==> config.mk <==
export PLATFORM = sky130hd
export DESIGN_NAME = receive_control_byte_engine
export DESIGN_NICKNAME = d
export VERILOG_FILES = /design/src/hw/rcb_pkg.sv /design/src/hw/word_fifo.sv /design/src/hw/receive_control_byte_engine.sv
export SDC_FILE = /design/constraint.sdc
export NUM_CORES = 2
export LEC_CHECK = 0
export ABC_CLOCK_PERIOD_IN_PS = 83100
export BUFFER_PORTS_ARGS = -buffer_cell sky130_fd_sc_hd__buf_2
export CORE_UTILIZATION = 40
export CTS_CLUSTER_DIAMETER = 150
export DETAILED_ROUTE_END_ITERATION = 10
export HOLD_SLACK_MARGIN = 0.03
export PLACE_DENSITY = 0.64
export SLEW_MARGIN = 20
export SYNTH_ARGS = -nofsm -noshare
export SYNTH_HDL_FRONTEND = slang
export SYNTH_SLANG_ARGS = --single-unit
==> constraint.sdc <==
create_clock -name sys_clk -period 83.1 [get_ports sys_clk]
set_input_delay 8.31 -clock sys_clk [delete_from_list [all_inputs] [get_ports sys_clk]]
set_output_delay 8.31 -clock sys_clk [all_outputs]
set_load 0.01 [all_outputs]
==> src/hw/rcb_pkg.sv <==
// Purpose: Shared constants for the receive control byte engine.
// Assumes: 25 MHz system clock, 16 lines, 16-bit receive words.
// Notes:   Receive word fields, command and progress bits, codes, word and byte reset values, line, depth and timeout counts live here.
`default_nettype none
package rcb_pkg;
    localparam int WORD_W = 16;
    localparam int FIFO_DEPTH = 4;
    localparam int LINES = 16;
    localparam int CLK_MHZ = 25;
    localparam int NXM_TIMEOUT_US = 20;
    localparam int NXM_CYCLES = NXM_TIMEOUT_US * CLK_MHZ;
    localparam int TMR_W = 10;
    // Receive word fields
    localparam int W_CHAR_LO = 0;
    localparam int W_LINE_LO = 8;
    localparam int W_PARITY = 12;
    localparam int W_OVERRUN = 13;
    localparam int W_RESYNC = 15;
    // Control byte command bits
    localparam int CB_INT = 0;
    localparam int CB_EXPECT = 2;
    localparam int CB_INCLUDE = 3;
    localparam int CB_DISCARD = 4;
    localparam int CB_MODE_LO = 5;
    localparam logic [7:0] CB_DISCARD_ONLY = 8'h10;
    localparam logic [7:0] CB_MSG_MODE = 8'h08;
    localparam logic [7:0] CB_KEEP_MASK = 8'he0;
    // Line progress bits
    localparam int PR_FIRST_CHECK_CHAR = 5;
    localparam int PR_SECOND_CHECK_CHAR = 6;
    localparam int PR_RESYNC = 7;
    // Interrupt character codes in bits 12-15
    localparam logic [3:0] IC_BCC_DONE = 4'h5;
    localparam logic [3:0] IC_BC_ZERO_IN = 4'h8;
    localparam logic [3:0] IC_BC_ZERO_OUT = 4'h4;
    localparam logic [3:0] IC_NXM = 4'hc;
    localparam logic [3:0] IC_MPE = 4'hd;
    // Check type bit that asks for two check characters
    localparam int CT_TWO = 1;
    localparam logic [15:0] CRC_POLY = 16'ha001;
    localparam logic [15:0] RST_WORD = 16'h0000;
    localparam logic [7:0] RST_BYTE = 8'h00;

    typedef enum logic [4:0] {
        S_IDLE = 5'b00001,
        S_TEST = 5'b00010,
        S_FETCH = 5'b00100,
        S_ACT = 5'b01000,
        S_STORE = 5'b10000
    } state_e;
endpackage
`default_nettype wire

==> src/hw/word_fifo.sv <==
// Purpose: Small synchronous FIFO with valid/ready on both sides.
// Assumes: Depth is a power of two.
// Notes:   Head word stays put until the drain side takes it.
`default_nettype none
module word_fifo #(
    parameter int WIDTH = 16,
    parameter int DEPTH = 4
) (
    input wire logic clk,
    input wire logic rst_n,
    input wire logic ce,
    input wire logic in_valid,
    output logic in_ready,
    input wire logic [WIDTH-1:0] in_data,
    output logic out_valid,
    input wire logic out_ready,
    output logic [WIDTH-1:0] out_data
);
    localparam int AW = $clog2(DEPTH);
    logic [WIDTH-1:0] mem_q [DEPTH];
    logic [AW:0] wr_q;
    logic [AW:0] rd_q;
    logic push;
    logic pop;

    assign in_ready = (wr_q - rd_q) != (AW+1)'(DEPTH);
    assign out_valid = wr_q != rd_q;
    assign out_data = mem_q[rd_q[AW-1:0]];
    assign push = ce && in_valid && in_ready;
    assign pop = ce && out_valid && out_ready;

    always_ff @(posedge clk) begin
        if (push) begin
            mem_q[wr_q[AW-1:0]] <= in_data;
        end
    end

    always_ff @(posedge clk or negedge rst_n) begin
        if (!rst_n) begin
            wr_q <= '0;
            rd_q <= '0;
        end else begin
            if (push) begin
                wr_q <= wr_q + 1'b1;
            end
            if (pop) begin
                rd_q <= rd_q + 1'b1;
            end
        end
    end
endmodule
`default_nettype wire

==> src/hw/receive_control_byte_engine.sv <==
// Purpose: Per-character receive control for a multiline communications
//          multiplexer: screening, control byte fetch and action.
// Assumes: Host memory answers dma requests with ack, data or parity error.
// Notes:   Per-line storage is held in arrays indexed by line number.
// What this block does
// - A character at the fifo head leaves idle and starts processing.
// - Fetched byte kept per line; interrupt bit cleared after it interrupts.
// - Error or block end stores a discard-only control byte.
// - Head word copied to result; stays in fifo; bits 8-11 pick line.
// - Normal case fetches the control byte by dma read.
// - Exceptional conditions are handled without a fetch, then idle.
// - Parity or overrun: report character, discard-only byte, interrupt.
// - Resync expected and no resync flag: discard character.
// - Resync expected and flag found: discard and clear expectation.
// - Zero byte count: report with bit 15, discard-only, interrupt.
// - First check character accumulated; two-char type expects a second.
// - Full check ORs both bytes into report, sets bits 12 and 14.
// - After check report, control byte gets discard, low bits cleared.
// - Message mode with mode 000 skips fetch and accumulates.
// - Address is base plus mode bits at 8-10 plus character.
// - Missing memory and memory parity errors go to error handling.
// - No memory answer within 20 us is a missing memory error.
// - Fetched byte stored; its bits 5-7 become the next mode.
// - Commands taken as interrupt, expect, include, discard.
// - Interrupt bit reports the character and raises the flag.
// - Expect bit marks the next character as first check character.
// - Include bit folds the character into the line's check.
// - Discard bit pops the fifo without storing.
// - Neither interrupt nor discard stores by dma write at line address.
// - Flag holds off processing; host response clears it and resumes.
`default_nettype none
module receive_control_byte_engine (
    input wire logic sys_clk,
    input wire logic rst_b,
    input wire logic ce,
    input wire logic rx_valid,
    output logic rx_ready,
    input wire logic [15:0] rx_word,
    input wire logic [15:0] ctrl_table_base,
    input wire logic [1:0] check_type,
    input wire logic message_protocol_receive_mode,
    input wire logic cfg_we,
    input wire logic [3:0] cfg_line,
    input wire logic [15:0] cfg_byte_count,
    input wire logic [15:0] cfg_cur_addr,
    input wire logic [2:0] cfg_mode,
    input wire logic cfg_resync,
    input wire logic [3:0] rd_line,
    output logic [7:0] hold_byte,
    output logic [15:0] receive_interrupt_character_reg,
    output logic receiver_interrupt_flag,
    input wire logic interrupt_response_bit,
    output logic dma_bus_request,
    output logic dma_write,
    output logic [15:0] dma_addr,
    output logic [7:0] dma_wdata,
    input wire logic dma_ack,
    input wire logic [7:0] dma_read_data_reg,
    input wire logic memory_parity_error
);
    ////////////////////////////////////////////////////////////////////
    // Reset release and storage
    logic rst_s1_b;
    logic rst_n;
    always_ff @(posedge sys_clk or negedge rst_b) begin
        if (!rst_b) begin
            rst_s1_b <= 1'b0;
            rst_n <= 1'b0;
        end else begin
            rst_s1_b <= 1'b1;
            rst_n <= rst_s1_b;
        end
    end

    rcb_pkg::state_e state_q;
    logic [15:0] result_q;
    logic [7:0] cb_q;
    logic reentry_q;
    logic pop_q;
    logic [rcb_pkg::TMR_W-1:0] tmr_q;
    logic [7:0] prog_q [rcb_pkg::LINES];
    logic [2:0] mode_q [rcb_pkg::LINES];
    logic [15:0] bcount_q [rcb_pkg::LINES];
    logic [15:0] caddr_q [rcb_pkg::LINES];
    logic [15:0] bcc_q [rcb_pkg::LINES];
    logic [7:0] hold_q [rcb_pkg::LINES];

    logic fifo_valid;
    logic [15:0] fifo_word;
    logic [3:0] ln;
    logic [7:0] ch;
    logic two_chars;
    logic [15:0] bcc_new;
    logic [15:0] bc_inc;

    // Head stays put until an explicit pop, so error paths can still read it
    word_fifo #(.WIDTH(rcb_pkg::WORD_W), .DEPTH(rcb_pkg::FIFO_DEPTH)) u_fifo (
        .clk(sys_clk),
        .rst_n(rst_n),
        .ce(ce),
        .in_valid(rx_valid),
        .in_ready(rx_ready),
        .in_data(rx_word),
        .out_valid(fifo_valid),
        .out_ready(pop_q),
        .out_data(fifo_word)
    );

    ////////////////////////////////////////////////////////////////////
    // Check accumulation
    function automatic logic [15:0] fold(input logic [15:0] acc,
                                         input logic [7:0] c,
                                         input logic two);
        logic [15:0] r;
        r = acc ^ {8'h00, c};
        if (two) begin
            for (int i = 0; i < 8; i++) begin
                r = r[0] ? ((r >> 1) ^ rcb_pkg::CRC_POLY) : (r >> 1);
            end
        end else begin
            r = {8'h00, r[7:0]};
        end
        return r;
    endfunction

    assign ln = result_q[rcb_pkg::W_LINE_LO +: 4];
    assign ch = result_q[rcb_pkg::W_CHAR_LO +: 8];
    assign two_chars = check_type[rcb_pkg::CT_TWO];
    assign bcc_new = fold(bcc_q[ln], ch, two_chars);
    assign bc_inc = bcount_q[ln] + 16'h0001;

    ////////////////////////////////////////////////////////////////////
    // Sequencer and per-line storage
    always_ff @(posedge sys_clk or negedge rst_n) begin
        if (!rst_n) begin
            state_q <= rcb_pkg::S_IDLE;
            result_q <= rcb_pkg::RST_WORD;
            cb_q <= rcb_pkg::RST_BYTE;
            reentry_q <= 1'b0;
            pop_q <= 1'b0;
            tmr_q <= '0;
            receiver_interrupt_flag <= 1'b0;
            receive_interrupt_character_reg <= rcb_pkg::RST_WORD;
            dma_bus_request <= 1'b0;
            dma_write <= 1'b0;
            dma_addr <= rcb_pkg::RST_WORD;
            dma_wdata <= rcb_pkg::RST_BYTE;
            hold_byte <= rcb_pkg::RST_BYTE;
            for (int i = 0; i < rcb_pkg::LINES; i++) begin
                prog_q[i] <= rcb_pkg::RST_BYTE;
                mode_q[i] <= 3'h0;
                bcount_q[i] <= rcb_pkg::RST_WORD;
                caddr_q[i] <= rcb_pkg::RST_WORD;
                bcc_q[i] <= rcb_pkg::RST_WORD;
                hold_q[i] <= rcb_pkg::RST_BYTE;
            end
        end else if (ce) begin
            pop_q <= 1'b0;
            hold_byte <= hold_q[rd_line];
            if (cfg_we) begin
                bcount_q[cfg_line] <= cfg_byte_count;
                caddr_q[cfg_line] <= cfg_cur_addr;
                mode_q[cfg_line] <= cfg_mode;
                prog_q[cfg_line][rcb_pkg::PR_RESYNC] <= cfg_resync;
            end
            // Flag only rises with the sequencer heading idle, so no clash
            if (receiver_interrupt_flag && interrupt_response_bit) begin
                receiver_interrupt_flag <= 1'b0;
                reentry_q <= 1'b1;
            end
            case (state_q)
                rcb_pkg::S_IDLE: begin
                    // Wait out a pop issued last cycle before sampling head
                    if (fifo_valid && !pop_q && !receiver_interrupt_flag) begin
                        result_q <= fifo_word;
                        state_q <= rcb_pkg::S_TEST;
                    end
                end
                rcb_pkg::S_TEST: begin
                    state_q <= rcb_pkg::S_IDLE;
                    if (reentry_q) begin
                        reentry_q <= 1'b0;
                        cb_q <= hold_q[ln];
                        state_q <= rcb_pkg::S_ACT;
                    end else if (result_q[rcb_pkg::W_PARITY] ||
                                 result_q[rcb_pkg::W_OVERRUN]) begin
                        receive_interrupt_character_reg <= result_q;
                        hold_q[ln] <= rcb_pkg::CB_DISCARD_ONLY;
                        receiver_interrupt_flag <= 1'b1;
                    end else if (prog_q[ln][rcb_pkg::PR_RESYNC]) begin
                        pop_q <= 1'b1;
                        if (result_q[rcb_pkg::W_RESYNC]) begin
                            prog_q[ln][rcb_pkg::PR_RESYNC] <= 1'b0;
                        end
                    end else if (bcount_q[ln][14:0] == 15'h0000) begin
                        receive_interrupt_character_reg <=
                            {rcb_pkg::IC_BC_ZERO_IN, result_q[11:0]};
                        hold_q[ln] <= rcb_pkg::CB_DISCARD_ONLY;
                        receiver_interrupt_flag <= 1'b1;
                    end else if (prog_q[ln][rcb_pkg::PR_SECOND_CHECK_CHAR] ||
                                 (prog_q[ln][rcb_pkg::PR_FIRST_CHECK_CHAR] &&
                                  !two_chars)) begin
                        // Check character stays at head; reentry discards it
                        prog_q[ln][rcb_pkg::PR_SECOND_CHECK_CHAR] <= 1'b0;
                        prog_q[ln][rcb_pkg::PR_FIRST_CHECK_CHAR] <= 1'b0;
                        bcc_q[ln] <= bcc_new;
                        receive_interrupt_character_reg <=
                            {rcb_pkg::IC_BCC_DONE, 4'h0,
                             bcc_new[15:8] | bcc_new[7:0]};
                        hold_q[ln] <= (hold_q[ln] & rcb_pkg::CB_KEEP_MASK) |
                                      rcb_pkg::CB_DISCARD_ONLY;
                        receiver_interrupt_flag <= 1'b1;
                    end else if (prog_q[ln][rcb_pkg::PR_FIRST_CHECK_CHAR]) begin
                        prog_q[ln][rcb_pkg::PR_FIRST_CHECK_CHAR] <= 1'b0;
                        prog_q[ln][rcb_pkg::PR_SECOND_CHECK_CHAR] <= 1'b1;
                        bcc_q[ln] <= bcc_new;
                        pop_q <= 1'b1;
                    end else if (message_protocol_receive_mode &&
                                 mode_q[ln] == 3'h0) begin
                        cb_q <= rcb_pkg::CB_MSG_MODE;
                        state_q <= rcb_pkg::S_ACT;
                    end else begin
                        dma_addr <= ctrl_table_base +
                                    {5'h00, mode_q[ln], 8'h00} +
                                    {8'h00, ch};
                        dma_bus_request <= 1'b1;
                        dma_write <= 1'b0;
                        tmr_q <= '0;
                        state_q <= rcb_pkg::S_FETCH;
                    end
                end
                rcb_pkg::S_FETCH: begin
                    tmr_q <= tmr_q + 1'b1;
                    if (dma_ack) begin
                        dma_bus_request <= 1'b0;
                        if (memory_parity_error) begin
                            receive_interrupt_character_reg <=
                                {rcb_pkg::IC_MPE, result_q[11:0]};
                            hold_q[ln] <= rcb_pkg::CB_DISCARD_ONLY;
                            receiver_interrupt_flag <= 1'b1;
                            state_q <= rcb_pkg::S_IDLE;
                        end else begin
                            cb_q <= dma_read_data_reg;
                            hold_q[ln] <= dma_read_data_reg;
                            mode_q[ln] <=
                                dma_read_data_reg[rcb_pkg::CB_MODE_LO +: 3];
                            state_q <= rcb_pkg::S_ACT;
                        end
                    end else if (tmr_q ==
                                 rcb_pkg::TMR_W'(rcb_pkg::NXM_CYCLES - 1)) begin
                        dma_bus_request <= 1'b0;
                        receive_interrupt_character_reg <=
                            {rcb_pkg::IC_NXM, result_q[11:0]};
                        hold_q[ln] <= rcb_pkg::CB_DISCARD_ONLY;
                        receiver_interrupt_flag <= 1'b1;
                        state_q <= rcb_pkg::S_IDLE;
                    end
                end
                rcb_pkg::S_ACT: begin
                    state_q <= rcb_pkg::S_IDLE;
                    if (cb_q[rcb_pkg::CB_INT]) begin
                        // Later commands run on reentry, from the cleared copy
                        receive_interrupt_character_reg <= result_q;
                        receiver_interrupt_flag <= 1'b1;
                        hold_q[ln] <= cb_q &
                                      ~(8'h01 << rcb_pkg::CB_INT);
                    end else begin
                        if (cb_q[rcb_pkg::CB_EXPECT]) begin
                            prog_q[ln][rcb_pkg::PR_FIRST_CHECK_CHAR] <= 1'b1;
                        end
                        if (cb_q[rcb_pkg::CB_INCLUDE]) begin
                            bcc_q[ln] <= bcc_new;
                        end
                        if (cb_q[rcb_pkg::CB_DISCARD]) begin
                            pop_q <= 1'b1;
                        end else begin
                            dma_addr <= caddr_q[ln];
                            dma_wdata <= ch;
                            dma_write <= 1'b1;
                            dma_bus_request <= 1'b1;
                            tmr_q <= '0;
                            state_q <= rcb_pkg::S_STORE;
                        end
                    end
                end
                rcb_pkg::S_STORE: begin
                    tmr_q <= tmr_q + 1'b1;
                    if (dma_ack) begin
                        dma_bus_request <= 1'b0;
                        dma_write <= 1'b0;
                        // Count at zero keeps the char so reentry drops it
                        pop_q <= bc_inc[14:0] != 15'h0000;
                        caddr_q[ln] <= caddr_q[ln] + 16'h0001;
                        bcount_q[ln] <= bc_inc;
                        if (bc_inc[14:0] == 15'h0000) begin
                            receive_interrupt_character_reg <=
                                {rcb_pkg::IC_BC_ZERO_OUT, result_q[11:0]};
                            hold_q[ln] <= rcb_pkg::CB_DISCARD_ONLY;
                            receiver_interrupt_flag <= 1'b1;
                        end
                        state_q <= rcb_pkg::S_IDLE;
                    end else if (tmr_q ==
                                 rcb_pkg::TMR_W'(rcb_pkg::NXM_CYCLES - 1)) begin
                        dma_bus_request <= 1'b0;
                        dma_write <= 1'b0;
                        receive_interrupt_character_reg <=
                            {rcb_pkg::IC_NXM, result_q[11:0]};
                        hold_q[ln] <= rcb_pkg::CB_DISCARD_ONLY;
                        receiver_interrupt_flag <= 1'b1;
                        state_q <= rcb_pkg::S_IDLE;
                    end
                end
                default: begin
                    state_q <= rcb_pkg::S_IDLE;
                end
            endcase
        end
    end
endmodule
`default_nettype wire

## Word level (Yosys, flattened, before mapping)

Memory sizes are Yosys's and may differ from the RTL's. A register that Yosys moved wholly into a read port is not among the register bits.
Cells that the tools add are included.

- $add $sub $neg: 8
- $lt $le $gt $ge: 5
- Eq/ne operators: 35
- Multiplexer cells: 210
- Bitwise operators: 27
- Reduce and logical (&&, ||, !) cells: 38

Operators with widths:

| operator | number |
|---|---|
| two-way mux 256 bit | 16 |
| two-way mux 128 bit | 22 |
| bitwise mux 256 bit | 5 |
| two-way mux 16 bit | 37 |
| AND 128 bit | 4 |
| bitwise mux 128 bit | 4 |
| one-hot mux 128 bit (4 select lines) | 1 |
| one-hot mux 256 bit (2 select lines) | 1 |
| NOT 128 bit | 3 |
| OR 128 bit | 2 |
| one-hot mux 128 bit (2 select lines) | 1 |
| two-way mux 48 bit | 5 |
| binary-select mux 16 bit (select 4 bit) | 3 |
| demux 8 bit (select 4 bit) | 5 |
| two-way mux 8 bit | 18 |
| demux 16 bit (select 4 bit) | 2 |
| AND 112 bit | 1 |
| NOT 112 bit | 1 |
| binary-select mux 8 bit (select 4 bit) | 3 |
| bitwise mux 48 bit | 2 |
| two-way mux 10 bit | 9 |
| one-hot mux 16 bit (4 select lines) | 1 |
| two-way mux 1 bit | 44 |
| != test 3 bit (second input constant) | 12 |
| other kinds (56) | 121 |

- Bits in registers: 1156
- Bits in writable memories: 64
- Bits of input ports: 95
- Output and inout port bits: 52
- Logic and storage cells: 436
- Memories kept: 1

Memories:

| memory | words | width | rd ports | clocked after Yosys merged registers in | wr ports | RTL line | RTL |
|---|---|---|---|---|---|---|---|
| u_fifo.mem_q | 4 | 16 | 1 | 1 | 1 | word_fifo.sv:20 | `logic [WIDTH-1:0] mem_q [DEPTH];` |

## Logic depth before layout (Yosys ltp)

- Word-level depth: 30
- Depth in mapped cells: 20
- Gate-level depth less buffers: 13

## Cells and area by module

Synthesis repeated with hierarchy kept, for this count alone.

- Cell total of the unflattened synthesis: 5583
- Area total of the unflattened synthesis: 60615.6 µm²

Modules (own cells, without submodules):

| module | times used | cells an instance | area an instance (µm²) | sequential area each (µm²) |
|---|---|---|---|---|
| receive_control_byte_engine | 1 | 5461 | 57876.8 | 26776.9 |
| word_fifo | 1 | 122 | 2738.9 | 2072.0 |

## Worst setup path after synthesis

Ideal clock, no wire load.

- Path kind: input to register
- From: input port ctrl_table_base[0]
- To: register dma_addr[14]
- Library setup time: 128 ps
- Data arrival time: 10429 ps
- Required time: 82972 ps
- Setup slack: 72543 ps
- Stages: 13
- Buffers on the path: 0
- Cell sequence: ha_1 inv_1 fa_1 nor2b_1 o21ai_0 a21boi_0 o21a_1 o21ai_0 a211oi_1 o211ai_1 xor2_1 o21ai_0 mux2_1

- Cells in the longest elaborated chain, start to end: 10

RTL lines:

| what | RTL line | RTL |
|---|---|---|
| start, declared | receive_control_byte_engine.sv:39 | `input wire logic [15:0] ctrl_table_base,` |
| adder 16 x 11 -> 16 bit | receive_control_byte_engine.sv:223 | `dma_addr <= ctrl_table_base +` |
| adder 16 x 8 -> 16 bit | receive_control_byte_engine.sv:224 | `{5'h00, mode_q[ln], 8'h00} +` |
| two-way mux 16 bit | receive_control_byte_engine.sv:218 | `end else if (message_protocol_receive_mode &&` |
| two-way mux 16 bit | receive_control_byte_engine.sv:213 | `end else if (prog_q[ln][rcb_pkg::PR_FIRST_CHECK_CHAR]) begin` |
| two-way mux 16 bit | receive_control_byte_engine.sv:200 | `end else if (prog_q[ln][rcb_pkg::PR_SECOND_CHECK_CHAR] \|\|` |
| two-way mux 16 bit | receive_control_byte_engine.sv:195 | `end else if (bcount_q[ln][14:0] == 15'h0000) begin` |
| two-way mux 16 bit | receive_control_byte_engine.sv:190 | `end else if (prog_q[ln][rcb_pkg::PR_RESYNC]) begin` |
| two-way mux 16 bit | receive_control_byte_engine.sv:185 | `end else if (result_q[rcb_pkg::W_PARITY] \|\|` |
| two-way mux 16 bit | receive_control_byte_engine.sv:181 | `if (reentry_q) begin` |
| one-hot mux 16 bit (2 select lines) | receive_control_byte_engine.sv:171 | `case (state_q)` |
| end signal, assigned | receive_control_byte_engine.sv:146 | `dma_addr <= rcb_pkg::RST_WORD;` |
| end signal, assigned | receive_control_byte_engine.sv:223 |  |
| end signal, assigned | receive_control_byte_engine.sv:277 | `dma_addr <= caddr_q[ln];` |
| end, declared | receive_control_byte_engine.sv:55 | `output logic [15:0] dma_addr,` |

No other way between the ends. The select of a mux whose other input is x is not followed.
A chain may end at the register's enable or synchronous reset.

## Worst setup path in the final report

- From: input port dma_ack
- To: register caddr_q[213] in the netlist's numbering

- Cells in the longest elaborated chain, start to end: 2

RTL lines:

| what | RTL line | RTL |
|---|---|---|
| start, declared | receive_control_byte_engine.sv:57 | `input wire logic dma_ack,` |
| two-way mux 256 bit | receive_control_byte_engine.sv:288 | `if (dma_ack) begin` |
| two-way mux 256 bit | receive_control_byte_engine.sv:171 |  |
| end signal, assigned by index | receive_control_byte_engine.sv:153 | `caddr_q[i] <= rcb_pkg::RST_WORD;` |
| end signal, assigned by index | receive_control_byte_engine.sv:162 | `caddr_q[cfg_line] <= cfg_cur_addr;` |
| end signal, assigned by index | receive_control_byte_engine.sv:293 | `caddr_q[ln] <= caddr_q[ln] + 16'h0001;` |
| end, declared | receive_control_byte_engine.sv:84 | `logic [15:0] caddr_q [rcb_pkg::LINES];` |

No other way between the ends.

==> flow_summary.yaml <==
worst_setup_path:
  max_stage_delay_ns: 1.30
  path_buf_inv: 2
  cp_top_family: "simple AND/OR/NAND/NOR gates"
  crit_top_cell: "nand2_2"
  critPathMaxFanout: 31
  crit_path_top_delay_cell: "nand2_2"
  worstSetupEndpointType: "flip-flop"
  critical_path_class: "in2reg"
  start_kind: "input pin"
  worstPathCellList: "buf_2 > buf_4 > and3_1 > nand2_2 > nand2_2 > o22ai_1 > a21oi_1"
  critPathRequiredTime_ns: 83.76
  arrival_ns: 12.46
grt:
  grtUsageTotal_pct: 28.7
  grt_pass1_wl_mm: 329
  overflow: 0
  antenna_found_initial: 25
  grt_pass1_vias: 50400
  grt_max_degree: 232
sta:
  period_minus_slack_ns: 11.79
  maxSlewHeadroom_pct: 13.1
  clock_skew_ns: 0.0531
  finalSetupViolations: 0
  hold_viol_final: 0
  fmax_mhz: 84.8
  tightest_slew_ns: 1.30
  setup_tns_ns: 0
  rsz0062_at_grt: "no"
  fin_crit_sh_pct: 14.2
  final-max-slew-violation-count: 0
power_and_ir_drop:
  sw_frac_of_total_pct: 40.8
  pwr-share-clk_pct: 25.2
  p_seq_share_pct: 32.8
  ir_worst_vdd_v: 0.0000384
  finalPower_w: 0.00237
  power.density_mw_per_mm2: 35.2
  p_leak_nw: 27.6
  power_switching_w: 0.000969
  comb_power_share_pct: 42.1
  p_int_w: 0.00140
drt:
  avgViaCountPerCell: 6.64
  drt-total-wl_mm: 222
  routedWlPerCell_um: 28.7
  drcViolationCount: 0
  drtIter0Drc: 6725
  firstDrtPassIters: 8
  vias: 51400
  antenna_left: 0
clocking:
  clkSlewWorstSetupHoldPaths_ns: 0.06
  cts_tree: "yes"
  clkLatencyLatePin_ns: 0.78
  cts_made_buffers: 130
  cts.sinks: 1140
  post-cts-setup-buffer-count: 0
  clock_tree.buffer_depth: 3
  cts_resized: 0
  clock-root-buffer: "clkbuf_16"
  cts_hold_buf: 0
  htreeDepth: 4
yosys:
  postSynth.asyncResetShare_pct: 94.4
  synth_ff_type: "dfrtp_1"
  synth_top_area_share_pct: 44.4
  yosys_warnings: 0
  syn_inst: 5768
  synth-seq-cells: 1140
  synth-edff-count: 64
  yosysMostFrequentCell: "dfrtp_1"
  synthTopCellsByCount: "1,075 x dfrtp_1, 717 x a21oi_1, 699 x nor2_1"
  yosysTopAreaCell: "dfrtp_1"
  netlist_top_cells_area: "dfrtp_1 44%, mux4_2 12%, o22ai_1 6.0%"
  yosysSeqAreaShare_pct: 47.6
  syn-num-nets: 5886
  synth_area_mm2: 0.0606
  ys_types: 89
  avgSynthCellArea_um2: 10.5
placement:
  io_buffers: 144
  gp_congestion: 0.916
  hpwl_mm: 128
finish:
  multi_input_area_mm2: 0.0295
  biggestRegsByFlops: "bcc_q x256, caddr_q x256, bcount_q x240"
  nNetsFinal: 5735
  n_fill_cell: 13900
  area_growth_pct: 11.3
  drive_gt1_share_pct: 17.4
  seq_area_mm2: 0.0289
die:
  die_area_mm2: 0.153
  io_pins: 147
  dieHeight_um: 391
  initial_core_util_pct: 40.3
  die_x_um: 391
  coreArea_mm2: 0.150
  num_rows: 142
worst_hold_path:
  hold_class: "reg2reg"
status:
  status: "finished, final reports clean"
flow_run:
  maxCapViolations: 0
placed cells by master (no fill, tap or decap), drive strengths merged, types with 44 or more instances in the layout:
| cell type | instances |
|---|---|
| nand2 | 408 |
| mux4 | 326 |
| xnor2 | 47 |
| o21ai | 248 |
| buf | 295 |
| a31oi | 50 |
| dfrtp | 1075 |
| edfxtp | 64 |
| mux2 | 282 |
| nor3 | 49 |
| a21oi | 719 |
| o2bb2ai | 44 |
| nand3 | 78 |
| clkbuf | 189 |
| o22ai | 580 |
| nor2 | 700 |
per-stage QoR:
step	instances	hold WS [ns]	setup slack [ns]	util [%]	instance area, um^2
after floorplan	5768	0.331	50.89	-	60600
after global placement	7497	0.340	70.84	41.8	62800
after detailed placement	7497	0.348	70.75	41.8	62800
after CTS	7723	0.363	71.54	44.7	67200
after global routing	7732	0.367	71.30	44.9	67400
final	7738	0.357	71.31	44.9	67400
power by group through the flow:
stage	logic [W]	clock network, W	registers [W]
after floorplan	0.000695	0	0.000752
after global placement	0.000947	0	0.000777
after detailed placement	0.000965	0	0.000783
after CTS	0.000968	0.000601	0.000774
after global routing	0.00106	0.000623	0.000791
final	0.000998	0.000597	0.000777
path summary, 6_finish.rpt:
check | start | endpoint | slack (ns) | cells past startpoint
setup / recovery | dma_ack | caddr_q[213] | 71.31 | 7
hold / removal | rst_s1_b | rst_n | 0.36 | 0
setup reg to reg | result_q[8] | hold_q[71] | 74.67 | 15
hold reg to reg | rst_s1_b | rst_n | 0.36 | 0
max in group asynchronous | rst_b | rst_n | 75.66 | 1
min in group asynchronous | rst_n | bcc_q[191] | 0.39 | 0
layer usage:
layer,global-route usage [%],vias to the layer above,part of all wire [%]
li1,-,21200,-
met1,37.9,25800,38
met2,41.9,3515,43
met3,9.29,802,13
met4,15.5,19,5.6
met5,0,-,0.068
layout make-up:
class	count	share of cell area, %
Antenna cell	11	0.0408
Clock buffer	188	5.60
Clock inverter	38	0.874
Inverter	31	0.173
Multi-Input combinational cell	4018	43.8
Sequential cell	1140	42.8
Tap cell	2016	3.74
Timing Repair Buffer	296	2.93
logic make-up after synthesis:
logic type | synth area share [%]
AOI/OAI and AO/OA | 18.7
xor gates and xnor gates | 1.07
adders and majority gates | 0.488
buffers and inverters | 4.25
DFF | 47.6
muxes | 18.1
other | 0.00619
and+or+nand+nor | 9.80
Power figures use the tool's default switching activity.
